--- config.mk ---
export PLATFORM = sky130hd
export DESIGN_NAME = tcwo_top
export DESIGN_NICKNAME = d
export VERILOG_FILES = /design/src/rtl/tcwo_top.v /design/src/rtl/tcwo_out_unit.v
export VERILOG_INCLUDE_DIRS = /design/src /design/src/rtl
export SDC_FILE = /design/constraint.sdc
export NUM_CORES = 1
export LEC_CHECK = 0
export BUFFER_PORTS_ARGS = -buffer_cell sky130_fd_sc_hd__buf_2
export CAP_MARGIN = 40
export CORE_MARGIN = 5
export CORE_UTILIZATION = 44
export DETAILED_ROUTE_END_ITERATION = 7
export GPL_ROUTABILITY_DRIVEN = 0
export SLEW_MARGIN = 20
export SYNTH_ARGS = -nofsm -noshare
export SYNTH_HDL_FRONTEND = slang
export SYNTH_SLANG_ARGS = --single-unit
--- constraint.sdc ---
create_clock -name i_clk -period 4.2 [get_ports i_clk]
set_clock_uncertainty 0.05 [all_clocks]
set_input_delay 0.21 -clock i_clk [delete_from_list [all_inputs] [get_ports i_clk]]
set_output_delay 0.21 -clock i_clk [all_outputs]
set_load 0.05 [all_outputs]
--- src/rtl/tcwo_consts.vh ---
// constants of the timer compare and waveform output block
// assumes: included by the design files by bare name, definitions only
`ifndef TCWO_CONSTS_VH
`define TCWO_CONSTS_VH

// ----------------------------------------------------------------
// register offsets
// ----------------------------------------------------------------
`define TCWO_ADDR_W 3
`define TCWO_OFS_CTRL_A 3'h0
`define TCWO_OFS_CTRL_B 3'h1
`define TCWO_OFS_COUNT 3'h2
`define TCWO_OFS_CMP_A 3'h3
`define TCWO_OFS_CMP_B 3'h4
`define TCWO_OFS_FLAGS 3'h5

// ----------------------------------------------------------------
// field positions
// ----------------------------------------------------------------
`define TCWO_CA_SET_A_HI 7
`define TCWO_CA_SET_A_LO 6
`define TCWO_CA_SET_B_HI 5
`define TCWO_CA_SET_B_LO 4
`define TCWO_CA_WGM_HI 1
`define TCWO_CA_WGM_LO 0
`define TCWO_CB_FORCE_A 7
`define TCWO_CB_FORCE_B 6
`define TCWO_CB_WGM2 3
`define TCWO_FL_OVF 0
`define TCWO_FL_CMP_A 1
`define TCWO_FL_CMP_B 2

// ----------------------------------------------------------------
// reset values, count limits, mode and setting codes
// ----------------------------------------------------------------
`define TCWO_RST_BYTE 8'h00
`define TCWO_RST_SET 2'h0
`define TCWO_RST_MODE 3'h0
`define TCWO_RST_STATE 1'h0
`define TCWO_BOTTOM 8'h00
`define TCWO_MAX 8'hFF
`define TCWO_MODE_NORMAL 3'h0
`define TCWO_MODE_CLEAR 3'h2
`define TCWO_MODE_FAST_MAX 3'h3
`define TCWO_MODE_FAST_CMP 3'h7
`define TCWO_SET_OFF 2'h0
`define TCWO_SET_TOGGLE 2'h1
`define TCWO_SET_CLEAR 2'h2
`define TCWO_SET_SET 2'h3

`endif

--- src/rtl/tcwo_top.v ---
// timer compare and waveform output: counter, compare, flags, pins
// assumes: i_tick is the gated timer clock, one i_clk cycle per tick;
// register port strobes are one cycle and never both at once
//
// Behaviour
// (RULE_01) each channel keeps an output state, zero after reset; setting picks match action
// (RULE_02) nonzero setting drives pin from output state; direction bit stays with port
// (RULE_03) override works in every mode; pin driven only when direction is output
// (RULE_04) setting zero leaves the output state alone at compare match
// (RULE_05) new setting acts at next match; force strobe acts at once outside PWM
// (RULE_06) counting depends on mode bits only, never on the setting
// (RULE_07) mode 0 counts up, wraps 0xFF to 0x00, count writable anytime
// (RULE_08) normal mode sets overflow flag as count becomes zero; hardware only sets
// (RULE_09) mode 2 clears counter when it equals compare register A
// (RULE_10) clear mode has no double buffer; low write runs to 0xFF, wraps
// (RULE_11) clear mode, channel A setting 1 toggles output on every match
// (RULE_12) clear mode sets overflow flag when counter goes from max to 0x00
// (RULE_13) modes 3 and 7 are fast PWM, top 0xFF or compare register A
// (RULE_14) fast PWM: setting 2 clears on match, sets at bottom; 3 inverted
// (RULE_15) fast PWM counts to top, clears next cycle; bottom action then
// (RULE_16) fast PWM sets overflow flag each time counter reaches top
// (RULE_17) fast PWM toggle on channel A only, needs mode bit two set
// (RULE_18) compare A zero gives spike per MAX+1 cycles; max gives steady level
// (RULE_19) fast PWM compare registers double buffered, updated at cycle boundary
// (RULE_20) equal count sets channel compare flag at next tick; writing one clears
`timescale 1ns/1ps
`include "tcwo_consts.vh"

module tcwo_top (
  input wire i_clk,
  input wire i_sys_rst,
  input wire i_tick,
  input wire [`TCWO_ADDR_W-1:0] i_addr,
  input wire [7:0] i_wr_data,
  input wire i_wr,
  input wire i_rd,
  output reg [7:0] o_rd_data,
  input wire [1:0] i_port_data,
  input wire [1:0] i_port_dir,
  output reg [1:0] o_pin_out,
  output reg [1:0] o_pin_oe,
  output reg o_overflow_flag,
  output reg [1:0] o_compare_flag
);

  // ----------------------------------------------------------------
  // software registers
  // ----------------------------------------------------------------
  reg [1:0] channel_a_output_setting;
  reg [1:0] channel_b_output_setting;
  reg [2:0] waveform_mode_bits;
  reg [7:0] count_value;
  reg [7:0] compare_buffer_a;
  reg [7:0] compare_buffer_b;
  reg [7:0] compare_register_a;
  reg [7:0] compare_register_b;
  reg match_blocked;

  // ----------------------------------------------------------------
  // decoded strobes
  // ----------------------------------------------------------------
  wire wr_ctrl_a;
  wire wr_ctrl_b;
  wire wr_count;
  wire wr_cmp_a;
  wire wr_cmp_b;
  wire wr_flags;

  assign wr_ctrl_a = i_wr && (i_addr == `TCWO_OFS_CTRL_A);
  assign wr_ctrl_b = i_wr && (i_addr == `TCWO_OFS_CTRL_B);
  assign wr_count = i_wr && (i_addr == `TCWO_OFS_COUNT);
  assign wr_cmp_a = i_wr && (i_addr == `TCWO_OFS_CMP_A);
  assign wr_cmp_b = i_wr && (i_addr == `TCWO_OFS_CMP_B);
  assign wr_flags = i_wr && (i_addr == `TCWO_OFS_FLAGS);

  // ----------------------------------------------------------------
  // mode decode
  // ----------------------------------------------------------------
  wire mode_clear;
  wire mode_fast;
  wire top_is_cmp;
  wire [7:0] top_value;
  wire at_top;

  // mode bits alone choose the count sequence
  assign mode_clear = (waveform_mode_bits == `TCWO_MODE_CLEAR); // see RULE_06, RULE_09
  assign mode_fast = (waveform_mode_bits == `TCWO_MODE_FAST_MAX) ||
                     (waveform_mode_bits == `TCWO_MODE_FAST_CMP); // see RULE_13
  assign top_is_cmp = mode_clear || (waveform_mode_bits == `TCWO_MODE_FAST_CMP);
  assign top_value = top_is_cmp ? compare_register_a : `TCWO_MAX; // see RULE_13
  assign at_top = (count_value == top_value);

  // ----------------------------------------------------------------
  // control registers
  // ----------------------------------------------------------------
  // output settings; the unit applies them at the next match
  always @(posedge i_clk) begin
    if (i_sys_rst) begin
      channel_a_output_setting <= `TCWO_RST_SET;
      channel_b_output_setting <= `TCWO_RST_SET;
    end else if (wr_ctrl_a) begin
      channel_a_output_setting <= i_wr_data[`TCWO_CA_SET_A_HI:`TCWO_CA_SET_A_LO];
      channel_b_output_setting <= i_wr_data[`TCWO_CA_SET_B_HI:`TCWO_CA_SET_B_LO];
    end
  end

  // mode bits, spread over both control registers
  always @(posedge i_clk) begin
    if (i_sys_rst) begin
      waveform_mode_bits <= `TCWO_RST_MODE;
    end else begin
      if (wr_ctrl_a) begin
        waveform_mode_bits[1:0] <= i_wr_data[`TCWO_CA_WGM_HI:`TCWO_CA_WGM_LO];
      end
      if (wr_ctrl_b) begin
        waveform_mode_bits[2] <= i_wr_data[`TCWO_CB_WGM2];
      end
    end
  end

  // force strobes: ignored in fast PWM
  wire force_a;
  wire force_b;

  assign force_a = wr_ctrl_b && i_wr_data[`TCWO_CB_FORCE_A] && !mode_fast; // see RULE_05
  assign force_b = wr_ctrl_b && i_wr_data[`TCWO_CB_FORCE_B] && !mode_fast; // see RULE_05

  // ----------------------------------------------------------------
  // counter
  // ----------------------------------------------------------------
  reg [7:0] next_count;
  wire clear_at_top;

  // clear and fast modes restart at top; the other modes wrap
  assign clear_at_top = (mode_clear || mode_fast) && at_top; // see RULE_06

  // up count, clear at top in clear and fast modes, wrap otherwise
  always @* begin
    next_count = count_value;
    if (i_tick) begin
      if (clear_at_top) begin
        next_count = `TCWO_BOTTOM; // see RULE_09, RULE_15
      end else begin
        next_count = count_value + 8'h01; // see RULE_07, RULE_10
      end
    end
    if (wr_count) begin
      next_count = i_wr_data; // see RULE_07
    end
  end

  // software write beats count and clear
  always @(posedge i_clk) begin
    if (i_sys_rst) begin
      count_value <= `TCWO_RST_BYTE;
    end else begin
      count_value <= next_count; // see RULE_07
    end
  end

  // ----------------------------------------------------------------
  // match blocking after a count write
  // ----------------------------------------------------------------
  // held from the write until the next tick, even with the timer stopped
  always @(posedge i_clk) begin
    if (i_sys_rst) begin
      match_blocked <= 1'b0;
    end else if (wr_count) begin
      match_blocked <= 1'b1;
    end else if (i_tick) begin
      match_blocked <= 1'b0;
    end
  end

  // ----------------------------------------------------------------
  // compare registers
  // ----------------------------------------------------------------
  wire cycle_boundary;

  // fast PWM reloads the active compare value as the count clears
  assign cycle_boundary = i_tick && mode_fast && at_top;

  // software side: always the value last written
  always @(posedge i_clk) begin
    if (i_sys_rst) begin
      compare_buffer_a <= `TCWO_RST_BYTE;
      compare_buffer_b <= `TCWO_RST_BYTE;
    end else begin
      if (wr_cmp_a) begin
        compare_buffer_a <= i_wr_data;
      end
      if (wr_cmp_b) begin
        compare_buffer_b <= i_wr_data;
      end
    end
  end

  // active values: direct outside PWM, reloaded at the boundary in fast PWM
  always @(posedge i_clk) begin
    if (i_sys_rst) begin
      compare_register_a <= `TCWO_RST_BYTE;
      compare_register_b <= `TCWO_RST_BYTE;
    end else if (!mode_fast) begin
      if (wr_cmp_a) begin
        compare_register_a <= i_wr_data; // see RULE_10
      end
      if (wr_cmp_b) begin
        compare_register_b <= i_wr_data;
      end
    end else if (cycle_boundary) begin
      compare_register_a <= compare_buffer_a; // see RULE_19
      compare_register_b <= compare_buffer_b; // see RULE_19
    end
  end

  // ----------------------------------------------------------------
  // per-channel compare, flag and output unit
  // ----------------------------------------------------------------
  wire [15:0] cmp_vec;
  wire [3:0] set_vec;
  wire [1:0] force_vec;
  wire [1:0] match;
  wire [1:0] state;
  wire [1:0] override;
  wire [1:0] cmp_equal;
  wire [1:0] flag_clear;
  wire [1:0] next_compare_flag;
  wire [1:0] next_pin_out;
  wire bottom_evt;

  assign cmp_vec = {compare_register_b, compare_register_a};
  assign set_vec = {channel_b_output_setting, channel_a_output_setting};
  assign force_vec = {force_b, force_a};
  assign bottom_evt = cycle_boundary; // see RULE_15

  genvar ch;
  generate
    for (ch = 0; ch < 2; ch = ch + 1) begin : g_chan
      // comparator runs all the time; a match only counts at a tick
      assign cmp_equal[ch] = (count_value == cmp_vec[ch*8 +: 8]);
      // a count write blocks the match of the next tick
      assign match[ch] = i_tick && !match_blocked && cmp_equal[ch]; // see RULE_20
      // any nonzero setting takes the pin from the port
      assign override[ch] = |set_vec[ch*2 +: 2]; // see RULE_02, RULE_03

      tcwo_out_unit #(
        .CHAN_A((ch == 0) ? 1 : 0)
      ) u_out (
        .i_clk(i_clk),
        .i_sys_rst(i_sys_rst),
        .i_match(match[ch]),
        .i_bottom(bottom_evt),
        .i_force(force_vec[ch]),
        .i_setting(set_vec[ch*2 +: 2]),
        .i_fast(mode_fast),
        .i_wgm2(waveform_mode_bits[2]),
        .o_state(state[ch])
      );

      // flag clear by a written one in the channel's flag bit
      assign flag_clear[ch] = wr_flags && i_wr_data[`TCWO_FL_CMP_A + ch];
      // set wins over a same-cycle clear
      assign next_compare_flag[ch] = match[ch] ||
                                     (o_compare_flag[ch] && !flag_clear[ch]); // see RULE_20

      // pin level from output state or port data
      assign next_pin_out[ch] = override[ch] ? state[ch] : i_port_data[ch]; // see RULE_02
    end
  endgenerate

  // ----------------------------------------------------------------
  // compare flags and pins
  // ----------------------------------------------------------------
  // sticky compare flags, both channels in one register
  always @(posedge i_clk) begin
    if (i_sys_rst) begin
      o_compare_flag <= 2'h0;
    end else begin
      o_compare_flag <= next_compare_flag; // see RULE_20
    end
  end

  // pin level and enable registered together; enable follows direction
  always @(posedge i_clk) begin
    if (i_sys_rst) begin
      o_pin_out <= 2'h0;
      o_pin_oe <= 2'h0;
    end else begin
      o_pin_out <= next_pin_out;
      o_pin_oe <= i_port_dir; // see RULE_03
    end
  end

  // ----------------------------------------------------------------
  // overflow flag
  // ----------------------------------------------------------------
  wire count_at_max;
  wire overflow_evt;
  wire ovf_clear;

  // wrap point of normal and clear modes
  assign count_at_max = (count_value == `TCWO_MAX); // see RULE_12
  // normal and clear: max to zero; fast: counter at top
  assign overflow_evt = i_tick && (mode_fast ? at_top : count_at_max)
                        && !wr_count; // see RULE_08, RULE_12, RULE_16
  // software clears with a written one
  assign ovf_clear = wr_flags && i_wr_data[`TCWO_FL_OVF];

  // hardware only sets; set wins over a same-cycle clear
  always @(posedge i_clk) begin
    if (i_sys_rst) begin
      o_overflow_flag <= 1'b0;
    end else if (overflow_evt) begin
      o_overflow_flag <= 1'b1; // see RULE_08
    end else if (ovf_clear) begin
      o_overflow_flag <= 1'b0;
    end
  end

  // ----------------------------------------------------------------
  // read port
  // ----------------------------------------------------------------
  reg [7:0] next_rd_data;

  // read mux; compare reads return the value software wrote
  always @* begin
    next_rd_data = `TCWO_RST_BYTE;
    case (i_addr)
      `TCWO_OFS_CTRL_A: begin
        next_rd_data = {channel_a_output_setting, channel_b_output_setting,
                        2'h0, waveform_mode_bits[1:0]};
      end
      `TCWO_OFS_CTRL_B: next_rd_data = {4'h0, waveform_mode_bits[2], 3'h0};
      `TCWO_OFS_COUNT: next_rd_data = count_value;
      `TCWO_OFS_CMP_A: next_rd_data = compare_buffer_a;
      `TCWO_OFS_CMP_B: next_rd_data = compare_buffer_b;
      `TCWO_OFS_FLAGS: next_rd_data = {5'h00, o_compare_flag, o_overflow_flag};
      default: next_rd_data = `TCWO_RST_BYTE;
    endcase
  end

  // data stand only in the cycle after the read strobe
  always @(posedge i_clk) begin
    if (i_sys_rst) begin
      o_rd_data <= `TCWO_RST_BYTE;
    end else if (i_rd) begin
      o_rd_data <= next_rd_data;
    end else begin
      o_rd_data <= `TCWO_RST_BYTE;
    end
  end

endmodule

--- src/rtl/tcwo_out_unit.v ---
// one channel of the compare output unit: the internal output state
// assumes: match, bottom and force are one-cycle pulses in i_clk
`timescale 1ns/1ps
`include "tcwo_consts.vh"

module tcwo_out_unit #(
  parameter CHAN_A = 1
) (
  input wire i_clk,
  input wire i_sys_rst,
  input wire i_match,
  input wire i_bottom,
  input wire i_force,
  input wire [1:0] i_setting,
  input wire i_fast,
  input wire i_wgm2,
  output reg o_state
);

  // ----------------------------------------------------------------
  // next state of the output
  // ----------------------------------------------------------------
  reg next_state;

  // action chosen by the setting at match, force or bottom
  always @* begin
    next_state = o_state;
    if (i_fast) begin
      if (i_match) begin
        case (i_setting)
          `TCWO_SET_TOGGLE: begin
            if (CHAN_A != 0 && i_wgm2) begin // see RULE_17
              next_state = ~o_state;
            end
          end
          `TCWO_SET_CLEAR: next_state = 1'b0; // see RULE_14
          `TCWO_SET_SET: next_state = 1'b1; // see RULE_14
          default: next_state = o_state; // see RULE_04
        endcase
      end
      // bottom wins over a same-cycle match: steady level at max
      if (i_bottom) begin
        case (i_setting)
          `TCWO_SET_CLEAR: next_state = 1'b1; // see RULE_15, RULE_18
          `TCWO_SET_SET: next_state = 1'b0; // see RULE_15, RULE_18
          default: next_state = next_state;
        endcase
      end
    end else if (i_match || i_force) begin // see RULE_05
      case (i_setting)
        `TCWO_SET_TOGGLE: next_state = ~o_state; // see RULE_11
        `TCWO_SET_CLEAR: next_state = 1'b0;
        `TCWO_SET_SET: next_state = 1'b1;
        default: next_state = o_state; // see RULE_04
      endcase
    end
  end

  // state register, cleared by system reset
  always @(posedge i_clk) begin
    if (i_sys_rst) begin
      o_state <= `TCWO_RST_STATE; // see RULE_01
    end else begin
      o_state <= next_state;
    end
  end

endmodule

# Yosys cells after proc, flatten, opt, wreduce, memory -nomap -nowiden
# Cells that the tools add are included.
[op_classes] addsub=1 eq_ne=19 n_mux=33 bitwise_logic=3 reduce_logical=51
[op_table] cell="two-way mux 8 bit" count=10
[op_table] cell="case mux 8 bit (6 select lines)" count=1
[op_table] cell="== test 8 bit" count=3
[op_table] cell="logical AND 1 bit" count=23
[op_table] cell="two-way mux 1 bit" count=16
[op_table] cell="== test 3 x 2 -> 1 bit, second input constant" count=4
[op_table] cell="nonzero test 2 bit" count=6
[op_table] cell="== test 3 bit, second input constant" count=3
[op_table] cell="case mux 1 bit (3 select lines)" count=3
[op_table] cell="adder 8 x 1 -> 8 bit, second input constant" count=1
[op_table] cell="== test 2 bit, second input constant" count=4
[op_table] cell="== test 8 bit, second input constant" count=1
[op_table] cell="AND reduction 2 bit" count=4
[op_table] cell="nonzero test 4 bit" count=2
[op_table] cell="logical OR 1 bit" count=7
[op_table] cell="case mux 1 bit (2 select lines)" count=3
[op_table] cell="OR reduction 2 bit" count=3
[op_table] cell="logical NOT 1 bit" count=5
[op_table] cell="== test 2 x 1 -> 1 bit, second input constant" count=2
[op_table] cell="== test 3 x 1 -> 1 bit, second input constant" count=1
[op_table] cell="logical NOT 3 bit" count=1
[op_table] cell="inverter 1 bit" count=3
[op_table] cell="!= test 2 x 1 -> 1 bit, second input constant" count=1
[totals] reg_bits=65 out_inout_bits=15 elab_cells=124

# Longest topological paths before layout
# Gate-level depths: netlist of the first run.
[logic_depth] word_depth=8 mapped_depth=8 mapped_depth_nobuf=7

# Hierarchy
# From an unflattened synthesis of the first run, not the netlist that was laid out.
[hier_totals] cells_unflattened=437 hier_area_um2=3637.2
[modules_own_cells] module="tcwo_top" n_inst=1 cells_per_inst=404 area_per_inst_um2=3373.2
[modules_own_cells] module="tcwo_out_unit at g_chan[0].u_out" n_inst=1 cells_per_inst=19 area_per_inst_um2=152.6
[modules_own_cells] module="tcwo_out_unit at g_chan[1].u_out" n_inst=1 cells_per_inst=14 area_per_inst_um2=111.4

# Worst setup path after synthesis of the first run
# OpenSTA, ideal clock, no wires.
[synth_path] kind="reg-to-reg" startpoint="register count_value[0]" endpoint="register g_chan[0].u_out.o_state" arrival_time_ns=1.960 required_time_ns=4.028 slack_ns=2.069 stages_incl_launch_ff=8 n_path_buf=2 path_cell_list="dfxtp_1 buf_6 o22ai_1 or4_1 buf_2 or4b_1 a32oi_1 a21oi_1"
[synth_between] elab_chain_cells=6 elab_cells_between_ends=11
[synth_rtl] item="start, declared" line="tcwo_top.v:52" rtl="reg [7:0] count_value;"
[synth_rtl] item="start signal, assigned" line="tcwo_top.v:155" rtl="count_value <= `TCWO_RST_BYTE;"
[synth_rtl] item="start signal, assigned" line="tcwo_top.v:157" rtl="count_value <= next_count;"
[synth_rtl] item="== test 8 bit" line="tcwo_top.v:240" rtl="assign cmp_equal[ch] = (count_value == cmp_vec[ch*8 +: 8]);"
[synth_rtl] item="logical AND 1 bit" line="tcwo_top.v:242" rtl="assign match[ch] = i_tick && !match_blocked && cmp_equal[ch];"
[synth_rtl] item="two-way mux 1 bit" line="tcwo_out_unit.v:29" rtl="if (i_match) begin"
[synth_rtl] item="case mux 1 bit (2 select lines)" line="tcwo_out_unit.v:43" rtl="case (i_setting)"
[synth_rtl] item="two-way mux 1 bit" line="tcwo_out_unit.v:42" rtl="if (i_bottom) begin"
[synth_rtl] item="two-way mux 1 bit" line="tcwo_out_unit.v:28" rtl="if (i_fast) begin"
[synth_rtl] item="end signal, assigned" line="tcwo_out_unit.v:62" rtl="o_state <= `TCWO_RST_STATE;"
[synth_rtl] item="end signal, assigned" line="tcwo_out_unit.v:64" rtl="o_state <= next_state;"
[synth_rtl] item="end, declared" line="tcwo_out_unit.v:17" rtl="output reg o_state"
# Several ways; a longest one is shown, not always the timed one.
# A chain may end at the register's enable or synchronous reset.

# Worst setup path after layout of the first run
[layout_path] startpoint="register count_value[4]" endpoint="register compare_register_b[7]"
[layout_between] elab_chain_cells=4
[layout_rtl] item="== test 8 bit" line="tcwo_top.v:91" rtl="assign at_top = (count_value == top_value);"
[layout_rtl] item="logical AND 1 bit" line="tcwo_top.v:181" rtl="assign cycle_boundary = i_tick && mode_fast && at_top;"
[layout_rtl] item="!= test 2 x 1 -> 1 bit (no source line)"
[layout_rtl] item="AND reduction 2 bit (no source line)"
[layout_rtl] item="end signal, assigned" line="tcwo_top.v:202" rtl="compare_register_b <= `TCWO_RST_BYTE;"
[layout_rtl] item="end signal, assigned" line="tcwo_top.v:208" rtl="compare_register_b <= i_wr_data;"
[layout_rtl] item="end signal, assigned" line="tcwo_top.v:212" rtl="compare_register_b <= compare_buffer_b;"
[layout_rtl] item="end, declared" line="tcwo_top.v:56" rtl="reg [7:0] compare_register_b;"
# Every way passes these cells.

==> results of run 1 <==
-- final cells by class --
class,count,area (um2)
fill,765,3870
inverter,18,67.6
clock inverter,5,56.3
sequential,65,1300
tap,102,128
clock buffer,11,131
timing repair buffer,40,210
multi-input combinational,327,1960
-- worst max-delay path, delay by kind of cell (launching register included) --
kind	cells	cell delay, ns
AOI/OAI and AO/OA	3	1.06
and+or+nand+nor	2	0.83
DFF	1	0.58
-- worst paths after layout --
check / startpoint / end / slack, ns / cells after the start
max: count_value[4]$_SDFFE_PP0P_ / compare_register_b[7]$_SDFFE_PP0P_ / 1.57 / 5
min: i_port_dir[0] / o_pin_oe[0]$_SDFF_PP0_ / 0.02 / 2
max reg2reg: count_value[4]$_SDFFE_PP0P_ / compare_register_b[7]$_SDFFE_PP0P_ / 1.57 / 5
min reg2reg: compare_buffer_b[2]$_SDFFE_PP0P_ / compare_buffer_b[2]$_SDFFE_PP0P_ / 0.43 / 2
-- per-layer routing --
| layer | part of all wire (%) | global-route usage, % |
|---|---|---|
| met1 | 47 | 30.5 |
| met2 | 45 | 32.3 |
| met3 | 5.5 | 3.58 |
| met4 | 3.2 | 9.66 |
| met5 | 0 | 0 |
-- power breakdown --
group          total [W]  internal [W]  switching, W
clock network   0.000526      0.000274      0.000253
logic           0.000175     0.0000585      0.000117
registers       0.000658      0.000635     0.0000228
total            0.00136      0.000967      0.000392
-- cells by family (layout without fill, tap and decap cells) --
group                    after synthesis  count (layout)  synth area share [%]
AO/OA/AOI/OAI                        100             100                  21.0
XOR/XNOR                              14              14                  3.51
adder cells (fa/ha/maj)                5               5                  1.79
buffers and inverters                 51              74                  6.73
flip-flops                            65              65                  37.2
multiplexers                          14              14                  4.19
AND/OR/NAND/NOR                      194             194                  25.5
-- registers in the layout, indices dropped and copies added, names as in the netlist --
| signal | flops |
|---|---|
| compare_buffer_b | 8 |
| channel_b_output_setting | 2 |
| g_chan.u_out.o_state | 2 |
| o_overflow_flag | 1 |
| o_pin_out | 2 |
| channel_a_output_setting | 2 |
| o_compare_flag | 2 |
| match_blocked | 1 |
| waveform_mode_bits | 3 |
| compare_register_a | 8 |
| compare_buffer_a | 8 |
| compare_register_b | 8 |
| count_value | 8 |
| o_rd_data | 8 |
| o_pin_oe | 2 |
-- stage by stage --
step,instance area [um2],hold slack [ns],utilization (%)
2_1_floorplan,3490,0.288,-
3_5_place_dp,3670,0.377,47.5
3_3_place_gp,3640,0.366,47.2
5_1_grt,3860,0.0486,49.9
6_report,3860,0.0197,49.9
4_1_cts,3860,0.0107,49.9
-- placed cells by master (no fill, tap or decap), types with 2 or more instances in the layout --
cell type and count:
sky130_fd_sc_hd__nor3b_1 6, sky130_fd_sc_hd__a211oi_1 2, sky130_fd_sc_hd__clkbuf_8 9, sky130_fd_sc_hd__o22ai_1 10
sky130_fd_sc_hd__clkbuf_1 2, sky130_fd_sc_hd__nor2b_1 13, sky130_fd_sc_hd__nor4_1 5, sky130_fd_sc_hd__a21oi_1 45
sky130_fd_sc_hd__buf_4 4, sky130_fd_sc_hd__or4_1 3, sky130_fd_sc_hd__clkinv_2 2, sky130_fd_sc_hd__buf_2 36
sky130_fd_sc_hd__mux2i_1 9, sky130_fd_sc_hd__a22oi_1 2, sky130_fd_sc_hd__nor2_1 57, sky130_fd_sc_hd__dfxtp_1 65
sky130_fd_sc_hd__mux2_2 5, sky130_fd_sc_hd__ha_1 5, sky130_fd_sc_hd__nor3_1 7, sky130_fd_sc_hd__a31oi_1 9
sky130_fd_sc_hd__nand4_1 5, sky130_fd_sc_hd__a2111oi_4 2, sky130_fd_sc_hd__o32ai_4 2, sky130_fd_sc_hd__xnor2_1 12
sky130_fd_sc_hd__nand2b_1 4, sky130_fd_sc_hd__xor2_1 2, sky130_fd_sc_hd__nand3b_1 2, sky130_fd_sc_hd__a311oi_1 16
sky130_fd_sc_hd__and2_1 2, sky130_fd_sc_hd__inv_1 18, sky130_fd_sc_hd__a221oi_1 2, sky130_fd_sc_hd__nand3_1 10
sky130_fd_sc_hd__nand2_1 73, sky130_fd_sc_hd__or4b_1 2, sky130_fd_sc_hd__o21ai_0 3
==> results by group, run 1 <==
STA
  – Sum of negative setup slack: 0 ns
  – Transition time at the pin with the least slew margin: 0.709 ns
  – Max-slew violations: 0
  – Final critical-path setup slack: 1.57 ns
  – Crit path time final: 2.63 ns
  – Relative slew slack: 52.3%
  – RSZ-0062 raised after global routing: no
  – Ratio of final minimum period to clock period: 62.7%
  – Highest Clock Rate: 380 MHz
  – Final setup vio count: 0
  – Final hold vios: 0

Logic synthesis
  – Number of nets in the synthesized netlist: 468
  – Top_reg_cell synth: sky130_fd_sc_hd__dfxtp_1
  – Cell count after synthesis: 443
  – Area fraction of the dominant cell type after synthesis: 37.2%
  – Most common library cells after synthesis: 73 x sky130_fd_sc_hd__nand2_1, 65 x sky130_fd_sc_hd__dfxtp_1, 57 x sky130_fd_sc_hd__nor2_1
  – Flip-flop and latch count after synthesis: 65
  – Top cells by area in the synthesized netlist: sky130_fd_sc_hd__dfxtp_1 37%, sky130_fd_sc_hd__nand2_1 7.8%, sky130_fd_sc_hd__a21oi_1 6.4%, sky130_fd_sc_hd__nor2_1 6.1%, sky130_fd_sc_hd__a311oi_1 4.0%
  – Dominant cell type by area after synthesis: sky130_fd_sc_hd__dfxtp_1
  – Number of different library cells in the post-synthesis netlist: 46
  – Mean cell area of the mapped netlist: 7.89 um2
  – Async set-reset flop share out of synthesis: 0%
  – Number of flops mapped to enable cells by yosys: 0
  – Summed instance area of the synthesized netlist: 0.00349 mm2
  – Post-synthesis sequential area ratio: 37.2%
  – Synth Warn #: 0
  – Most repeated cell in the gate-level netlist after synthesis: sky130_fd_sc_hd__nand2_1

Clocking
  – Root buffer selected by CTS: sky130_fd_sc_hd__clkbuf_8
  – Number of CTS-inserted buffers: 9
  – Number of buffers added for setup after CTS: 0
  – Clock transition time at the flip-flop clock pins of the worst setup and hold paths: 0.07 ns
  – Sinks on the clock net: 65
  – Clock insertion delay at the later pin of the skew report: 0.35 ns
  – Bufs on Longest Clock Path: 2
  – CTS-repair resized insts: 0
  – CTS tree: built
  – CTS Hold Buffers Added: 0
  – H-tree levels: 3

Routing
  – 1st-iter DRT viols: 227
  – Total wire length: 10300 um
  – Residual DRC: 0
  – Post-detailed-route wirelength per cell: 18.2 um
  – Vias per cell: 5.80
  – Initial DRT Pass Iterations: 5
  – Via count: 3292
  – Count of antenna-violating nets left after detailed routing: 0

GRT
  – Combined global-route utilization of all metal layers: 21.6%
  – Number of global-route vias before repair: 3000
  – Initial antenna violation count: 0
  – First-pass GRT wire length: 16600 um
  – Maximum number of pins on one net before global-route repair: 39
  – GRT Residual Overflow: 0

Worst setup path
  – Worst setup path class: register to register
  – Worst Path Max Fanout: 16
  – Cell with the biggest individual delay on the critical path: sky130_fd_sc_hd__or4_1
  – Nature of the critical path endpoint: register
  – Sort of element at the start of the critical path: register
  – Chain of cells forming the critical path: o22ai_1 > or4_1 > o32ai_4 > nor2_1 > a311oi_1
  – Worst EP arrival: 2.84 ns
  – Critical path required time: 4.40 ns
  – Delay of the slowest cell on the worst path: 0.75 ns

Power and ir drop
  – Static leakage power: 1.35 nW
  – Tot Pwr: 0.00136 W
  – Ratio of total power to cell area: 352 mW/mm2
  – Peak ir drop on the vdd network: 178 uV

Die
  – Floorplan die height: 99.1 um
  – Floorplan row count: 32
  – Floorplan die width: 99.1 um
  – Die outline area: 0.00982 mm2
  – Initial standard-cell utilization of the core: 45.2%
  – Top-level I/O count: 35
  – CORE AREA: 0.00773 mm2

Placed design
  – DP HPWL: 7470 um
  – Post-Place Worst Slack: 1.62 ns
  – Port Buffers: 34
  – Placed Instances: 552

Worst hold path
  – Hold WC Path Type: primary input to register

Outcome
  – Status: completed

Cells and area
  – Relative area change from synthesis to final layout: 10.4%
  – Non-filler instance count after layout: 568
  – Final net count: 486
  – Antenna cell count: 0
  – Share of final-layout standard cells stronger than drive strength 1: 14.4%

Flow run
  – Max capacitance violation total: 0
Power figures use the tool's default switching activity.
==> inputs of run 2 (changes only) <==
- ABC_AREA: not set -> 1
- clock period: 4.2 -> 2.65 ns (I/O delays scaled with it)
==> run 2 against run 1 <==
Routed wire length increased by 6.9%. Worst setup slack got worse by 1.0 ns. Largest power group unchanged. Via count increased by 6.9%. Sequential share of layout area decreased by 0.73 points. Critical path depth increased by 7.
==> results by group, run 2 <==
Die
  – Die outline area: 0.00967 mm2
  – CORE AREA: 0.00765 mm2
  – Floorplan row count: 32
  – Floorplan die height: 98.4 um
  – Initial standard-cell utilization of the core: 44.9%
  – Top-level I/O count: 35
  – Floorplan die width: 98.4 um

Cells and area
  – Antenna cell count: 0
  – Relative area change from synthesis to final layout: 14.8%
  – Share of final-layout standard cells stronger than drive strength 1: 12.3%
  – Commonest non-fill, non-tap cell in the layout: sky130_fd_sc_hd__nand2_1
  – Commonest cells after routing, fill and taps aside: 123 x sky130_fd_sc_hd__nand2_1, 70 x sky130_fd_sc_hd__inv_1, 65 x sky130_fd_sc_hd__dfxtp_1, 48 x sky130_fd_sc_hd__a21oi_1, 46 x sky130_fd_sc_hd__o21ai_0
  – Final net count: 584

Placed design
  – Port Buffers: 34
  – DP HPWL: 8200 um

STA
  – Hold slack final: 0.0157 ns
  – Transition time at the pin with the least slew margin: 0.759 ns
  – RSZ-0062 raised after global routing: no
  – Relative slew slack: 49.1%
  – Crit path time final: 2.09 ns
  – Max-slew violations: 0
  – Final setup vio count: 0
  – Sum of negative setup slack: 0 ns
  – Ratio of final minimum period to clock period: 78.7%
  – Final hold vios: 0
  – Highest Clock Rate: 479 MHz

Worst setup path
  – Cell with the biggest individual delay on the critical path: sky130_fd_sc_hd__dfxtp_1
  – FF-to-FF setup slack: 0.56 ns
  – Chain of cells forming the critical path: inv_1 > nand2_1 > nand2_1 > inv_1 > nand2_1 > nor2_2 > nand4_1 > buf_4 > nand2_4 > nand3_1 > nand2_1 > nor2_1
  – Number of buffer and inverter stages on the critical path: 3
  – Cell family with most CP delay: simple AND/OR/NAND/NOR gates
  – Sort of element at the start of the critical path: register
  – Worst EP arrival: 2.28 ns
  – Critical path required time: 2.85 ns
  – Worst Path Max Fanout: 17
  – Nature of the critical path endpoint: register
  – Depth of the most critical reg-to-reg path: 12
  – Most frequent cell on the critical path: sky130_fd_sc_hd__nand2_1
  – Worst setup path class: register to register
  – Terminus of the critical flop-to-flop path: compare_register_a[0]$_SDFFE_PP0P_
  – Worst flop-to-flop path startpoint: count_value[2]$_SDFFE_PP0P_
  – Delay of the slowest cell on the worst path: 0.54 ns

Worst hold path
  – Worst hold path startpoint: i_port_data[1]
  – Hold WC Path Type: primary input to register
  – Hold Path Sink: o_pin_out[1]$_SDFF_PP0_
  – Count of cells along the worst hold path: 3

Logic synthesis
  – Cell count after synthesis: 521
  – Async set-reset flop share out of synthesis: 0%
  – Flip-flop and latch count after synthesis: 65
  – Top_reg_cell synth: sky130_fd_sc_hd__dfxtp_1
  – Number of different library cells in the post-synthesis netlist: 31
  – Most repeated cell in the gate-level netlist after synthesis: sky130_fd_sc_hd__nand2_1
  – Summed instance area of the synthesized netlist: 0.00343 mm2
  – Area fraction of the dominant cell type after synthesis: 37.9%
  – Mean cell area of the mapped netlist: 6.59 um2
  – Dominant cell type by area after synthesis: sky130_fd_sc_hd__dfxtp_1
  – Post-synthesis sequential area ratio: 37.9%
  – Most common library cells after synthesis: 123 x sky130_fd_sc_hd__nand2_1, 70 x sky130_fd_sc_hd__inv_1, 65 x sky130_fd_sc_hd__dfxtp_1
  – Top cells by area in the synthesized netlist: sky130_fd_sc_hd__dfxtp_1 38%, sky130_fd_sc_hd__nand2_1 13%, sky130_fd_sc_hd__inv_1 7.7%, sky130_fd_sc_hd__a21oi_1 7.0%, sky130_fd_sc_hd__o21ai_0 6.7%
  – Number of nets in the synthesized netlist: 546
  – Synth Warn #: 0
  – Number of flops mapped to enable cells by yosys: 0

Power and ir drop
  – Peak ir drop on the vdd network: 351 uV
  – Ratio of total power to cell area: 581 mW/mm2
  – Static leakage power: 1.67 nW

Routing
  – Initial DRT Pass Iterations: 5
  – Via count: 3518
  – Vias per cell: 5.29
  – Count of antenna-violating nets left after detailed routing: 0
  – Total wire length: 11000 um
  – Residual DRC: 0
  – Post-detailed-route wirelength per cell: 16.6 um
  – 1st-iter DRT viols: 316

GRT
  – First-pass GRT wire length: 17700 um
  – Initial antenna violation count: 0
  – GRT Residual Overflow: 0
  – Maximum number of pins on one net before global-route repair: 35
  – Number of global-route vias before repair: 3319
  – Combined global-route utilization of all metal layers: 23.3%

Flow run
  – Max capacitance violation total: 0

Clocking
  – CTS tree: built
  – Number of CTS-inserted buffers: 9
  – Bufs on Longest Clock Path: 2
  – Clock transition time at the flip-flop clock pins of the worst setup and hold paths: 0.08 ns
  – Root buffer selected by CTS: sky130_fd_sc_hd__clkbuf_8
  – Sinks on the clock net: 65
  – H-tree levels: 3
  – Clock insertion delay at the later pin of the skew report: 0.35 ns

Outcome
  – Status: completed
## run 2: worst max path at each step
stage / startpoint / to / cells after the start
5_1_grt: count_value[2]$_SDFFE_PP0P_ / compare_register_a[6]$_SDFFE_PP0P_ / 11
4_1_cts: count_value[0]$_SDFFE_PP0P_ / compare_register_a[0]$_SDFFE_PP0P_ / 10
6_report: count_value[2]$_SDFFE_PP0P_ / compare_register_a[0]$_SDFFE_PP0P_ / 12
3_5_place_dp: count_value[0]$_SDFFE_PP0P_ / compare_register_a[0]$_SDFFE_PP0P_ / 10
3_3_place_gp: count_value[0]$_SDFFE_PP0P_ / compare_register_a[0]$_SDFFE_PP0P_ / 10
2_1_floorplan: count_value[1]$_SDFFE_PP0P_ / count_value[0]$_SDFFE_PP0P_ / 10
## run 2: stage by stage
stage	util (%)	setup slack [ns]	std cells	total power (W)	area [um2]
floorplan	-	1.13	521	0.00124	3430
global placement	48.3	0.646	647	0.00134	3700
detailed placement	48.3	0.608	647	0.00134	3700
CTS	51.6	0.608	665	0.00229	3940
global route	51.6	0.425	665	0.00237	3940
finish	51.6	0.564	665	0.00229	3940
## run 2: routing by layer
layer	track usage [%]	part of all wire [%]
met1	32.2	47
met2	36.2	44
met5	0	0
met3	3.50	5.7
met4	9.45	2.9
## run 2: cell type report
class                   instances  area [um2]
clock buffers                   9         124
well taps                     102         128
flip-flops and latches         65        1300
fillers                       801        3700
inverters                      75         282
repair buffers                 40         223
multi-input cells             368        1790
clock inverters                 6        92.6
## run 2: power breakdown
part,switching (W),internal (W)
sequential,0.0000285,0.00101
combinational,0.000204,0.0000858
clock,0.000434,0.000529
## run 2: logic make-up (layout without fill, tap and decap cells)
logic type               count (synthesis)  after routing  share of synthesized area, %
AND/OR/NAND/NOR                        235            235                          29.4
flip-flops                              65             65                          37.9
AO/OA/AOI/OAI                          123            123                          19.7
adder cells (fa/ha/maj)                  5              5                          1.82
XOR/XNOR                                 5              5                          1.28
buffers and inverters                   88            130                          9.91
## run 2: worst reg2reg max path, delay by kind of cell, from the launching register on
family | cells | cell delay, ns
buffers and inverters | 3 | 0.46
AND/OR/NAND/NOR | 9 | 0.92
flip-flops | 1 | 0.54
## run 2: repair_timing
action                                  4_1_cts  5_1_grt
hold buffers                                  3        0
endpoints found under the hold margin         3        0
gates resized for setup                       0        0
endpoints found under the setup margin        0        0
buffers inserted                              0        0
